==> src/verilog/tmhp_params.svh <==
// Register offsets, field positions, reset values and limits of the TAP master host port.
`ifndef TMHP_PARAMS_SVH
`define TMHP_PARAMS_SVH

`define TMHP_IDX_CONFIG_A      3'h0
`define TMHP_IDX_CONFIG_B      3'h1
`define TMHP_IDX_STATUS        3'h2
`define TMHP_IDX_COMMAND       3'h3
`define TMHP_IDX_SHIFT_OUT     3'h4
`define TMHP_IDX_SHIFT_IN      3'h5
`define TMHP_IDX_COUNTER       3'h6
`define TMHP_IDX_PIN_CONTROL   3'h7

`define TMHP_RST_CONFIG_A      8'h00
`define TMHP_RST_CONFIG_B      8'h80
`define TMHP_RST_COMMAND       8'h00
`define TMHP_RST_SHIFT_OUT     8'h00
`define TMHP_RST_SHIFT_IN      8'h00
`define TMHP_RST_COUNTER       8'h00
`define TMHP_RST_PIN_CONTROL   8'h00

`define TMHP_BIT_SIN_DATA      7
`define TMHP_BIT_SOUT_FULL     6
`define TMHP_BIT_COUNTER_STATE 5
`define TMHP_BIT_SOFT_RESET    7
`define TMHP_OPCODE_MSB        3
`define TMHP_OPCODE_LSB        0
`define TMHP_RETIMING_DELAY_FIELD_MSB          3
`define TMHP_RETIMING_DELAY_FIELD_LSB          0
`define TMHP_PIN_CONTROL_MASK  8'h0F
`define TMHP_CONFIG_A_MASK     8'h3F

`define TMHP_LEAD_LIMIT        5

`endif

==> src/verilog/tmhp_pkg.sv <==
// Types shared by the TAP master host port, its property checks and its testbench.
package tmhp_pkg;

    typedef struct packed {
        logic       strobe_n;
        logic       readSel;
        logic [2:0] registerIndex;
        logic [7:0] data;
    } tmhp_host_pins_t;

    typedef struct packed {
        logic       commandDone;
        logic       shiftOutClearing;
        logic       fullDuplexScan;
        logic       counterState;
        logic [3:0] tapState;
        logic       shiftOutTake;
        logic       shiftInLoad;
        logic [7:0] shiftInData;
        logic [7:0] counterReadData;
    } tmhp_engine_status_t;

    typedef struct packed {
        logic [7:0] configA;
        logic [7:0] configB;
        logic [7:0] command;
        logic [7:0] pinControl;
        logic [7:0] shiftOutData;
        logic       shiftOutValid;
        logic       counterWrite;
        logic [7:0] counterData;
        logic       softwareReset;
    } tmhp_engine_ctrl_t;

    typedef enum logic [0:0] {
        TMHP_ACC_IDLE   = 1'b0,
        TMHP_ACC_ACTIVE = 1'b1
    } tmhp_access_state_t;

endpackage : tmhp_pkg

==> src/verilog/tmhp_sync.sv <==
// Two-stage synchroniser for the host pin bundle.
`timescale 1ns/100ps
`default_nettype none

module tmhp_sync #(
    parameter int WIDTH = 13
) (
    input  wire logic             sys_clk,
    input  wire logic             rst,
    input  wire logic [WIDTH-1:0] asyncIn,
    output logic      [WIDTH-1:0] syncOut
);

    logic [WIDTH-1:0] stageOne;

    if (WIDTH < 1) begin : g_bad_width
        $error("Synchroniser width must be at least one.");
    end

    // Strobe idles high, so the reset value holds every bit high.
    always_ff @(posedge sys_clk) begin
        if (rst) begin
            stageOne <= {WIDTH{1'b1}};
            syncOut  <= {WIDTH{1'b1}};
        end else begin
            stageOne <= asyncIn;
            syncOut  <= stageOne;
        end
    end

endmodule : tmhp_sync

`default_nettype wire

==> src/verilog/tmhp_host_port.sv <==
// Host register port of the TAP master: pins, ready, register map and buffer flags.
//
// Functional notes
// - Register accesses are timed by the access strobe only, not the input clock; here the strobe is synchronised and sampled on sys_clk.
// - Read with select high drives the indexed register onto the bus.
// - Data bus is released whenever the access strobe is high.
// - Write with select low never drives the data bus.
// - Write index is captured at the strobe falling edge.
// - Write data is captured at the strobe rising edge.
// - Blocked access drives ready low until the condition clears, then completes.
// - Shift-in read while that buffer is empty waits for data.
// - Shift-out write waits while that buffer is full or being cleared.
// - Nonzero opcode blocks command, configuration and counter writes until done.
// - Writing one to the software reset bit is never blocked.
// - Full-duplex retimed scan: shift-out writes lead shift-in reads by five at most.
// - All registers read; status and shift-in are read-only.
// - Pin control writes during a running command are held off too; shift-out writes are not.
// - Reserved bits of read-only registers read as zero.
// - Index map of eight registers, configuration B resets to 0x80.
`timescale 1ns/100ps
`default_nettype none
`include "tmhp_params.svh"

module tmhp_host_port #(
    parameter int DATA_W     = 8,
    parameter int LEAD_LIMIT = `TMHP_LEAD_LIMIT
) (
    input  wire logic                         sys_clk,
    input  wire logic                         rst,
    input  wire logic                         access_strobe_n,
    input  wire logic                         readSel,
    input  wire logic [2:0]                   register_index,
    input  wire logic [DATA_W-1:0]            host_data_in,
    output logic      [DATA_W-1:0]            host_data_out,
    output logic                              host_data_oe_n,
    output logic                              ready,
    input  wire tmhp_pkg::tmhp_engine_status_t engineStatus,
    output tmhp_pkg::tmhp_engine_ctrl_t       engineCtrl
);

    ////////////////////////////////////////////////////////////////////////////////
    // Parameter checks and declarations.

    if (DATA_W != 8) begin : g_bad_data_w
        $error("The host data bus must be eight bits wide.");
    end
    if (LEAD_LIMIT < 1 || LEAD_LIMIT > 7) begin : g_bad_lead_limit
        $error("Lead limit must lie between one and seven.");
    end

    tmhp_pkg::tmhp_host_pins_t    rawPins;
    tmhp_pkg::tmhp_host_pins_t    syncPins;
    tmhp_pkg::tmhp_access_state_t accessState;
    logic                         strobeFall;
    logic                         strobeRise;
    logic [2:0]                   capturedIndex;
    logic                         capturedRead;
    logic [7:0]                   configA;
    logic [7:0]                   configB;
    logic [7:0]                   command;
    logic [7:0]                   shiftOut;
    logic [7:0]                   shiftIn;
    logic [7:0]                   pinControl;
    logic [7:0]                   counterData;
    logic                         shiftOutFull;
    logic                         shiftInFull;
    logic [2:0]                   leadCount;
    logic                         leadActive;
    logic                         commandBusy;
    logic [7:0]                   statusValue;
    logic                         commitWrite;
    logic                         commitRead;
    logic                         softReset;
    logic                         counterWrite;
    logic                         shiftInShown;
    logic                         counterWritePulse;
    logic                         softResetPulse;

    ////////////////////////////////////////////////////////////////////////////////
    // Blocking decode, shared by the ready output and the commit logic.

    function automatic logic guardedIndex(input logic [2:0] idx);
        guardedIndex = (idx != `TMHP_IDX_SHIFT_OUT) && (idx != `TMHP_IDX_STATUS)
                    && (idx != `TMHP_IDX_SHIFT_IN);
    endfunction : guardedIndex

    function automatic logic accessBlocked(
        input logic       isRead,
        input logic [2:0] idx,
        input logic [7:0] wdata
    );
        logic softWrite;
        softWrite = (idx == `TMHP_IDX_COMMAND) && wdata[`TMHP_BIT_SOFT_RESET];
        if (isRead) begin
            accessBlocked = (idx == `TMHP_IDX_SHIFT_IN)
                         && !(shiftInFull && shiftInShown);
        end else if (idx == `TMHP_IDX_SHIFT_OUT) begin
            accessBlocked = shiftOutFull || engineStatus.shiftOutClearing
                         || (leadActive && leadCount >= LEAD_LIMIT[2:0]);
        end else begin
            accessBlocked = commandBusy && guardedIndex(idx) && !softWrite;
        end
    endfunction : accessBlocked

    assign commandBusy = command[`TMHP_OPCODE_MSB:`TMHP_OPCODE_LSB] != 4'h0;
    assign leadActive  = engineStatus.fullDuplexScan
                      && (configB[`TMHP_RETIMING_DELAY_FIELD_MSB:`TMHP_RETIMING_DELAY_FIELD_LSB] != 4'h0);

    ////////////////////////////////////////////////////////////////////////////////
    // Pin side: bus drivers and ready follow the strobe directly.

    assign rawPins.strobe_n      = access_strobe_n;
    assign rawPins.readSel       = readSel;
    assign rawPins.registerIndex = register_index;
    assign rawPins.data          = host_data_in;

    // Drivers on only while strobe is low with read select high.
    assign host_data_oe_n = access_strobe_n || !readSel;

    // Ready drops for the length of a blocked access and rises when it clears.
    always_comb begin
        ready = access_strobe_n
             || !accessBlocked(readSel, register_index, host_data_in);
    end

    tmhp_sync #(
        .WIDTH ($bits(tmhp_pkg::tmhp_host_pins_t))
    ) u_pin_sync (
        .sys_clk (sys_clk),
        .rst     (rst),
        .asyncIn (rawPins),
        .syncOut (syncPins)
    );

    ////////////////////////////////////////////////////////////////////////////////
    // Access tracking on the synchronised strobe.

    assign strobeFall = (accessState == tmhp_pkg::TMHP_ACC_IDLE) && !syncPins.strobe_n;
    assign strobeRise = (accessState == tmhp_pkg::TMHP_ACC_ACTIVE) && syncPins.strobe_n;

    always_ff @(posedge sys_clk) begin
        if (rst) begin
            accessState <= tmhp_pkg::TMHP_ACC_IDLE;
        end else begin
            unique case (accessState)
                tmhp_pkg::TMHP_ACC_IDLE: begin
                    if (strobeFall) begin
                        accessState <= tmhp_pkg::TMHP_ACC_ACTIVE;
                    end
                end
                tmhp_pkg::TMHP_ACC_ACTIVE: begin
                    if (strobeRise) begin
                        accessState <= tmhp_pkg::TMHP_ACC_IDLE;
                    end
                end
            endcase
        end
    end

    // Index and direction are held from the falling edge; the host keeps them stable.
    always_ff @(posedge sys_clk) begin
        if (rst) begin
            capturedIndex <= 3'h0;
            capturedRead  <= 1'b1;
        end else if (strobeFall) begin
            capturedIndex <= syncPins.registerIndex;
            capturedRead  <= syncPins.readSel;
        end
    end

    // An access still blocked at its rising edge is discarded.
    always_comb begin
        commitWrite = strobeRise && !capturedRead
                   && !accessBlocked(1'b0, capturedIndex, syncPins.data);
        commitRead  = strobeRise && capturedRead
                   && !accessBlocked(1'b1, capturedIndex, syncPins.data);
    end
    assign softReset   = commitWrite && (capturedIndex == `TMHP_IDX_COMMAND)
                      && syncPins.data[`TMHP_BIT_SOFT_RESET];
    assign counterWrite = commitWrite && (capturedIndex == `TMHP_IDX_COUNTER);

    ////////////////////////////////////////////////////////////////////////////////
    // Writable registers; status and shift-in accept no host write.

    always_ff @(posedge sys_clk) begin
        if (rst) begin
            configA    <= `TMHP_RST_CONFIG_A;
            configB    <= `TMHP_RST_CONFIG_B;
            pinControl <= `TMHP_RST_PIN_CONTROL;
            counterData <= `TMHP_RST_COUNTER;
        end else if (commitWrite) begin
            unique case (capturedIndex)
                `TMHP_IDX_CONFIG_A: begin
                    configA <= syncPins.data & `TMHP_CONFIG_A_MASK;
                end
                `TMHP_IDX_CONFIG_B: begin
                    configB <= syncPins.data;
                end
                `TMHP_IDX_PIN_CONTROL: begin
                    pinControl <= syncPins.data & `TMHP_PIN_CONTROL_MASK;
                end
                `TMHP_IDX_COUNTER: begin
                    counterData <= syncPins.data;
                end
                default: begin
                    configA <= configA;
                end
            endcase
        end
    end

    // Command register: opcode cleared by the engine, a host write wins the same cycle.
    always_ff @(posedge sys_clk) begin
        if (rst) begin
            command <= `TMHP_RST_COMMAND;
        end else if (softReset) begin
            command <= `TMHP_RST_COMMAND;
        end else if (commitWrite && capturedIndex == `TMHP_IDX_COMMAND) begin
            command <= syncPins.data;
        end else if (engineStatus.commandDone) begin
            command[`TMHP_OPCODE_MSB:`TMHP_OPCODE_LSB] <= 4'h0;
        end
    end

    ////////////////////////////////////////////////////////////////////////////////
    // Shift-out and shift-in buffers.

    always_ff @(posedge sys_clk) begin
        if (rst) begin
            shiftOut     <= `TMHP_RST_SHIFT_OUT;
            shiftOutFull <= 1'b0;
        end else if (commitWrite && capturedIndex == `TMHP_IDX_SHIFT_OUT) begin
            shiftOut     <= syncPins.data;
            shiftOutFull <= 1'b1;
        end else if (softReset || engineStatus.shiftOutClearing || engineStatus.shiftOutTake) begin
            shiftOutFull <= 1'b0;
        end
    end

    always_ff @(posedge sys_clk) begin
        if (rst) begin
            shiftIn     <= `TMHP_RST_SHIFT_IN;
            shiftInFull <= 1'b0;
        end else if (engineStatus.shiftInLoad) begin
            shiftIn     <= engineStatus.shiftInData;
            shiftInFull <= 1'b1;
        end else if (softReset
                  || (commitRead && capturedIndex == `TMHP_IDX_SHIFT_IN)) begin
            shiftInFull <= 1'b0;
        end
    end

    // Count of shift-out writes ahead of shift-in reads during a retimed scan.
    always_ff @(posedge sys_clk) begin
        if (rst) begin
            leadCount <= 3'h0;
        end else if (!leadActive || softReset) begin
            leadCount <= 3'h0;
        end else begin
            unique case ({commitWrite && capturedIndex == `TMHP_IDX_SHIFT_OUT,
                          commitRead && capturedIndex == `TMHP_IDX_SHIFT_IN})
                2'b10: begin
                    leadCount <= leadCount + 3'h1;
                end
                2'b01: begin
                    if (leadCount != 3'h0) begin
                        leadCount <= leadCount - 3'h1;
                    end
                end
                default: begin
                    leadCount <= leadCount;
                end
            endcase
        end
    end

    ////////////////////////////////////////////////////////////////////////////////
    // Read data path.

    always_comb begin
        statusValue                          = 8'h00;
        statusValue[`TMHP_BIT_SIN_DATA]      = shiftInFull;
        statusValue[`TMHP_BIT_SOUT_FULL]     = shiftOutFull || engineStatus.shiftOutClearing;
        statusValue[`TMHP_BIT_COUNTER_STATE] = engineStatus.counterState;
        statusValue[3:0]                     = engineStatus.tapState;
    end

    // Read data follows the index every clock and is stable before the strobe rises.
    always_ff @(posedge sys_clk) begin
        if (rst) begin
            host_data_out <= 8'h00;
            shiftInShown  <= 1'b0;
        end else begin
            shiftInShown  <= shiftInFull;
            unique case (syncPins.registerIndex)
                `TMHP_IDX_CONFIG_A:    host_data_out <= configA;
                `TMHP_IDX_CONFIG_B:    host_data_out <= configB;
                `TMHP_IDX_STATUS:      host_data_out <= statusValue;
                `TMHP_IDX_COMMAND:     host_data_out <= command;
                `TMHP_IDX_SHIFT_OUT:   host_data_out <= shiftOut;
                `TMHP_IDX_SHIFT_IN:    host_data_out <= shiftIn;
                `TMHP_IDX_COUNTER:     host_data_out <= engineStatus.counterReadData;
                `TMHP_IDX_PIN_CONTROL: host_data_out <= pinControl;
            endcase
        end
    end

    ////////////////////////////////////////////////////////////////////////////////
    // Engine-side outputs.

    always_ff @(posedge sys_clk) begin
        if (rst) begin
            counterWritePulse <= 1'b0;
            softResetPulse    <= 1'b0;
        end else begin
            counterWritePulse <= counterWrite;
            softResetPulse    <= softReset;
        end
    end

    assign engineCtrl.configA       = configA;
    assign engineCtrl.configB       = configB;
    assign engineCtrl.command       = command;
    assign engineCtrl.pinControl    = pinControl;
    assign engineCtrl.shiftOutData  = shiftOut;
    assign engineCtrl.shiftOutValid = shiftOutFull;
    assign engineCtrl.counterData   = counterData;
    assign engineCtrl.counterWrite  = counterWritePulse;
    assign engineCtrl.softwareReset = softResetPulse;

endmodule : tmhp_host_port

`default_nettype wire

==> config.mk <==
export PLATFORM = sky130hd
export DESIGN_NAME = tmhp_host_port
export DESIGN_NICKNAME = d
export VERILOG_FILES = /design/src/verilog/tmhp_pkg.sv /design/src/verilog/tmhp_sync.sv /design/src/verilog/tmhp_host_port.sv
export VERILOG_INCLUDE_DIRS = /design/src /design/src/verilog
export SDC_FILE = /design/constraint.sdc
export NUM_CORES = 1
export LEC_CHECK = 0
export ABC_AREA = 1
export BUFFER_PORTS_ARGS = -buffer_cell sky130_fd_sc_hd__buf_2
export CORE_ASPECT_RATIO = 1.4
export CORE_MARGIN = 3
export CORE_UTILIZATION = 53
export DETAILED_ROUTE_END_ITERATION = 6
export GPL_TIMING_DRIVEN = 0
export HOLD_SLACK_MARGIN = 0.08
export PLACE_DENSITY_LB_ADDON = 0.3
export SYNTH_ARGS = -nofsm -noshare
export SYNTH_HDL_FRONTEND = slang
export SYNTH_SLANG_ARGS = --single-unit
==> constraint.sdc <==
create_clock -name sys_clk -period 1.9 [get_ports sys_clk]
set_input_delay 0.095 -clock sys_clk [delete_from_list [all_inputs] [get_ports sys_clk]]
set_output_delay 0.095 -clock sys_clk [all_outputs]
set_load 0.02 [all_outputs]
==> impl_metrics.py <==
metrics = {
    "synthesis": {
        "netlist_instances": 510,
        "ys.flop_type": "dfxtp_1",
        "avgSynthCellArea_um2": 7.94,
        "synth-xor-area-share_pct": 0,
        "synth_edf_count": 0,
        "synth_area_leaders": "dfxtp_1, a21oi_1, nand2_1",
        "synth_fa_ha_area_share_pct": 0.494,
        "synth_top_cell_area_share_pct": 47.9,
        "netlist_area_mm2": 0.00405,
        "yosysTopAreaCell": "dfxtp_1",
        "ys_seq_area_share_pct": 47.9,
        "yosysWarnings": 0,
        "synth_compound_area_share_pct": 15.5,
        "async_reset_ff_share_pct": 0,
        "ys_types": 36,
        "synthSimpleGateAreaFrac_pct": 25.8,
        "synth_mux_area_share_pct": 0,
        "synth_seq_cells": 97,
        "synth_top_family_by_area": "simple AND/OR/NAND/NOR gates",
    },
    "sta": {
        "slew_headroom_pct": 57.3,
        "fin_hold_ws_ps": 91.8,
        "rsz0062_at_grt": "false",
        "period_needed_ps": 1780,
        "finClkSkew_ps": 14.1,
        "tns_ps": 0,
        "setup_violations": 0,
        "tightest_slew_ps": 637,
        "hold_viol_final": 0,
        "finalCritPeriodShare_pct": 93.6,
        "fmaxAchievable_ghz": 0.562,
        "finalMaxSlewViolations": 0,
    },
    "run_status": {
        "run_status": "finished, final reports clean",
    },
    "finish": {
        "layout_common_cells": "buf_2, dfxtp_1, nand2_1",
        "final_cells": 757,
        "fill_cells": 601,
        "mostFrequentLayoutCell": "buf_2",
        "fin_nets": 699,
        "diodes": 0,
        "drive_gt1_share_pct": 25.2,
        "area_growth_pct": 29.3,
    },
    "place": {
        "hpwlAfterDp_um": 8240,
        "dp.cells": 707,
        "gp_congestion": 0.916,
        "place.port_buffers": 95,
    },
    "run": {
        "cap_violations": 0,
    },
    "floorplanning": {
        "core_mm2": 0.00741,
        "io-pin-count": 102,
        "num_rows": 37,
        "fp.dieH_um": 109,
        "dieArea_mm2": 0.00874,
        "die_w_um": 79.9,
        "start_util_pct": 54.7,
    },
    "global_route": {
        "grt_pass1_wl_um": 17900,
        "grt_max_degree": 15,
        "grt.overflow.total": 0,
        "grt_usage_pct": 26.6,
        "grt_pass1_vias": 3838,
        "antenna_found_initial": 0,
    },
    "setup_path": {
        "r2r-end": "counterData[7]$_SDFFE_PP0P_",
        "path_class": "register to primary output",
        "start_kind": "register",
        "cp.arrival_ps": 1680,
        "crit_required_ps": 1800,
        "worstSetupEndpointType": "primary output",
        "r2r_start": "capturedIndex[1]$_SDFFE_PP0P_",
        "path_max_fanout": 4,
        "reg2regPathDepth": 5,
        "r2r_slack_ps": 150,
    },
    "clock_tree": {
        "numCtsBuffers": 9,
        "cts_setup_buffers": 0,
        "htreeDepth": 3,
        "cts_tree": "built",
        "clk_path_buf_depth": 2,
        "cts_sinks": 97,
        "clock_latency_ps": 360,
        "clk_pin_slew_ps": 90,
        "cts_root_buffer": "clkbuf_8",
        "cts_resized": 0,
    },
    "routing": {
        "drc": 0,
        "totalWireLength_um": 11400,
        "drt_iter0_markers": 268,
        "route.antenna.remaining_nets": 0,
        "vias": 3979,
        "post_drt_wl_per_cell_um": 15.1,
        "drt-vias-per-instance": 5.26,
        "first_pass_iters": 5,
    },
    "power_and_ir_drop": {
        "ir_drop_mv": 0.674,
        "power_per_cell_area_mw_per_mm2": 729,
        "p_leak_nw": 2.25,
    },
    "worst_hold_path": {
        "hold_class": "input pin to register",
        "min_from": "engineStatus[4]",
        "whs_endpoint": "host_data_out[4]$_SDFF_PP0_",
        "min_delay_path_depth": 5,
    },
}
[cells in the mapped netlist, types with 2 or more instances]
cell and count:
nand3_2 3, a221oi_1 2, inv_1 53, nand4_1 28, nand3_1 35, o211ai_1 3, nor3_2 2, nand2_1 76
nor2_1 32, nor2_4 2, buf_2 3, buf_6 4, a21oi_1 61, o21ai_0 33, buf_4 14, or2_2 22
nor3_1 3, clkbuf_1 10, nand2_2 2, o22ai_1 4, a211oi_1 6, a31oi_1 2, dfxtp_1 97
[through the flow]
stage	utilization [%]	power (mW)	instance area [µm²]	worst slack, ps
after floorplan	-	2.32	4070	433
after global placement	63.0	2.42	4670	241
after detailed placement	63.0	2.42	4670	191
after CTS	70.7	3.81	5240	60.3
after global routing	70.7	3.96	5240	17.3
final	70.7	3.82	5240	121
[worst max path at each step]
stage,start,end,slack [ps],depth (start not counted)
6_report,configB[0]$_SDFFE_PP0P_,ready,120,8
5_1_grt,capturedIndex[1]$_SDFFE_PP0P_,leadCount[2]$_SDFFE_PP0P_,20,10
4_1_cts,rst,shiftIn[7]$_SDFFE_PP0P_,60,7
3_5_place_dp,capturedIndex[1]$_SDFFE_PP0P_,configB[7]$_SDFFE_PP1P_,190,6
3_3_place_gp,capturedIndex[1]$_SDFFE_PP0P_,counterData[7]$_SDFFE_PP0P_,240,5
2_1_floorplan,capturedIndex[1]$_SDFFE_PP0P_,leadCount[2]$_SDFFE_PP0P_,430,10
[power breakdown]
part	internal (mW)	switching (mW)
sequential	2.08	0.0318
combinational	0.149	0.179
clock	0.703	0.673
total	2.93	0.884
[worst max-delay path, cell delays in order, from the launching register on]
cell,delay (ps)
dfxtp_1,430
nor2_1,70
nand2_1,150
nand3_1,90
nand2_1,80
inv_1,70
o31ai_1,200
nand2_1,70
buf_2,160
[per-layer routing]
metal,up-vias,GRT usage [%],share of wire [%]
li1,1989,-,-
met1,1809,31.3,41
met2,157,46.1,50
met3,24,5.57,6.4
met4,0,12.3,3.0
met5,-,0,0
[registers in the layout (all words and copies together) (netlist names)]
signal,count
u_pin_sync.syncOut,13
u_pin_sync.stageOne,13
shiftOut,8
counterData,8
configB,8
accessState,1
counterWritePulse,1
shiftOutFull,1
shiftIn,8
shiftInFull,1
pinControl,4
host_data_out,8
softResetPulse,1
command,8
shiftInShown,1
capturedRead,1
capturedIndex,3
leadCount,3
configA,6
[kinds of logic after synthesis]
group	after synthesis
simple gates	210
compound gates	115
flops	97
buf+inv	86
fa+ha+maj	1
other cells	1
[what timing repair did]
action / in CTS / in global routing
endpoints found under the setup margin: 0 / 2
hold buffers: 37 / 0
hold endpoints to repair: 34 / 0
[layout make-up]
class,instances,area [µm²],area share (%)
multi-input combinational,332,1720,32.8
clock buffer,12,165,3.15
clock inverter,2,37.5,0.717
sequential,97,1940,37.1
timing repair buffer,132,846,16.2
tap,97,121,2.32
inverter,55,206,3.94
buffer,30,199,3.80
(Power assumes the default switching activity.)
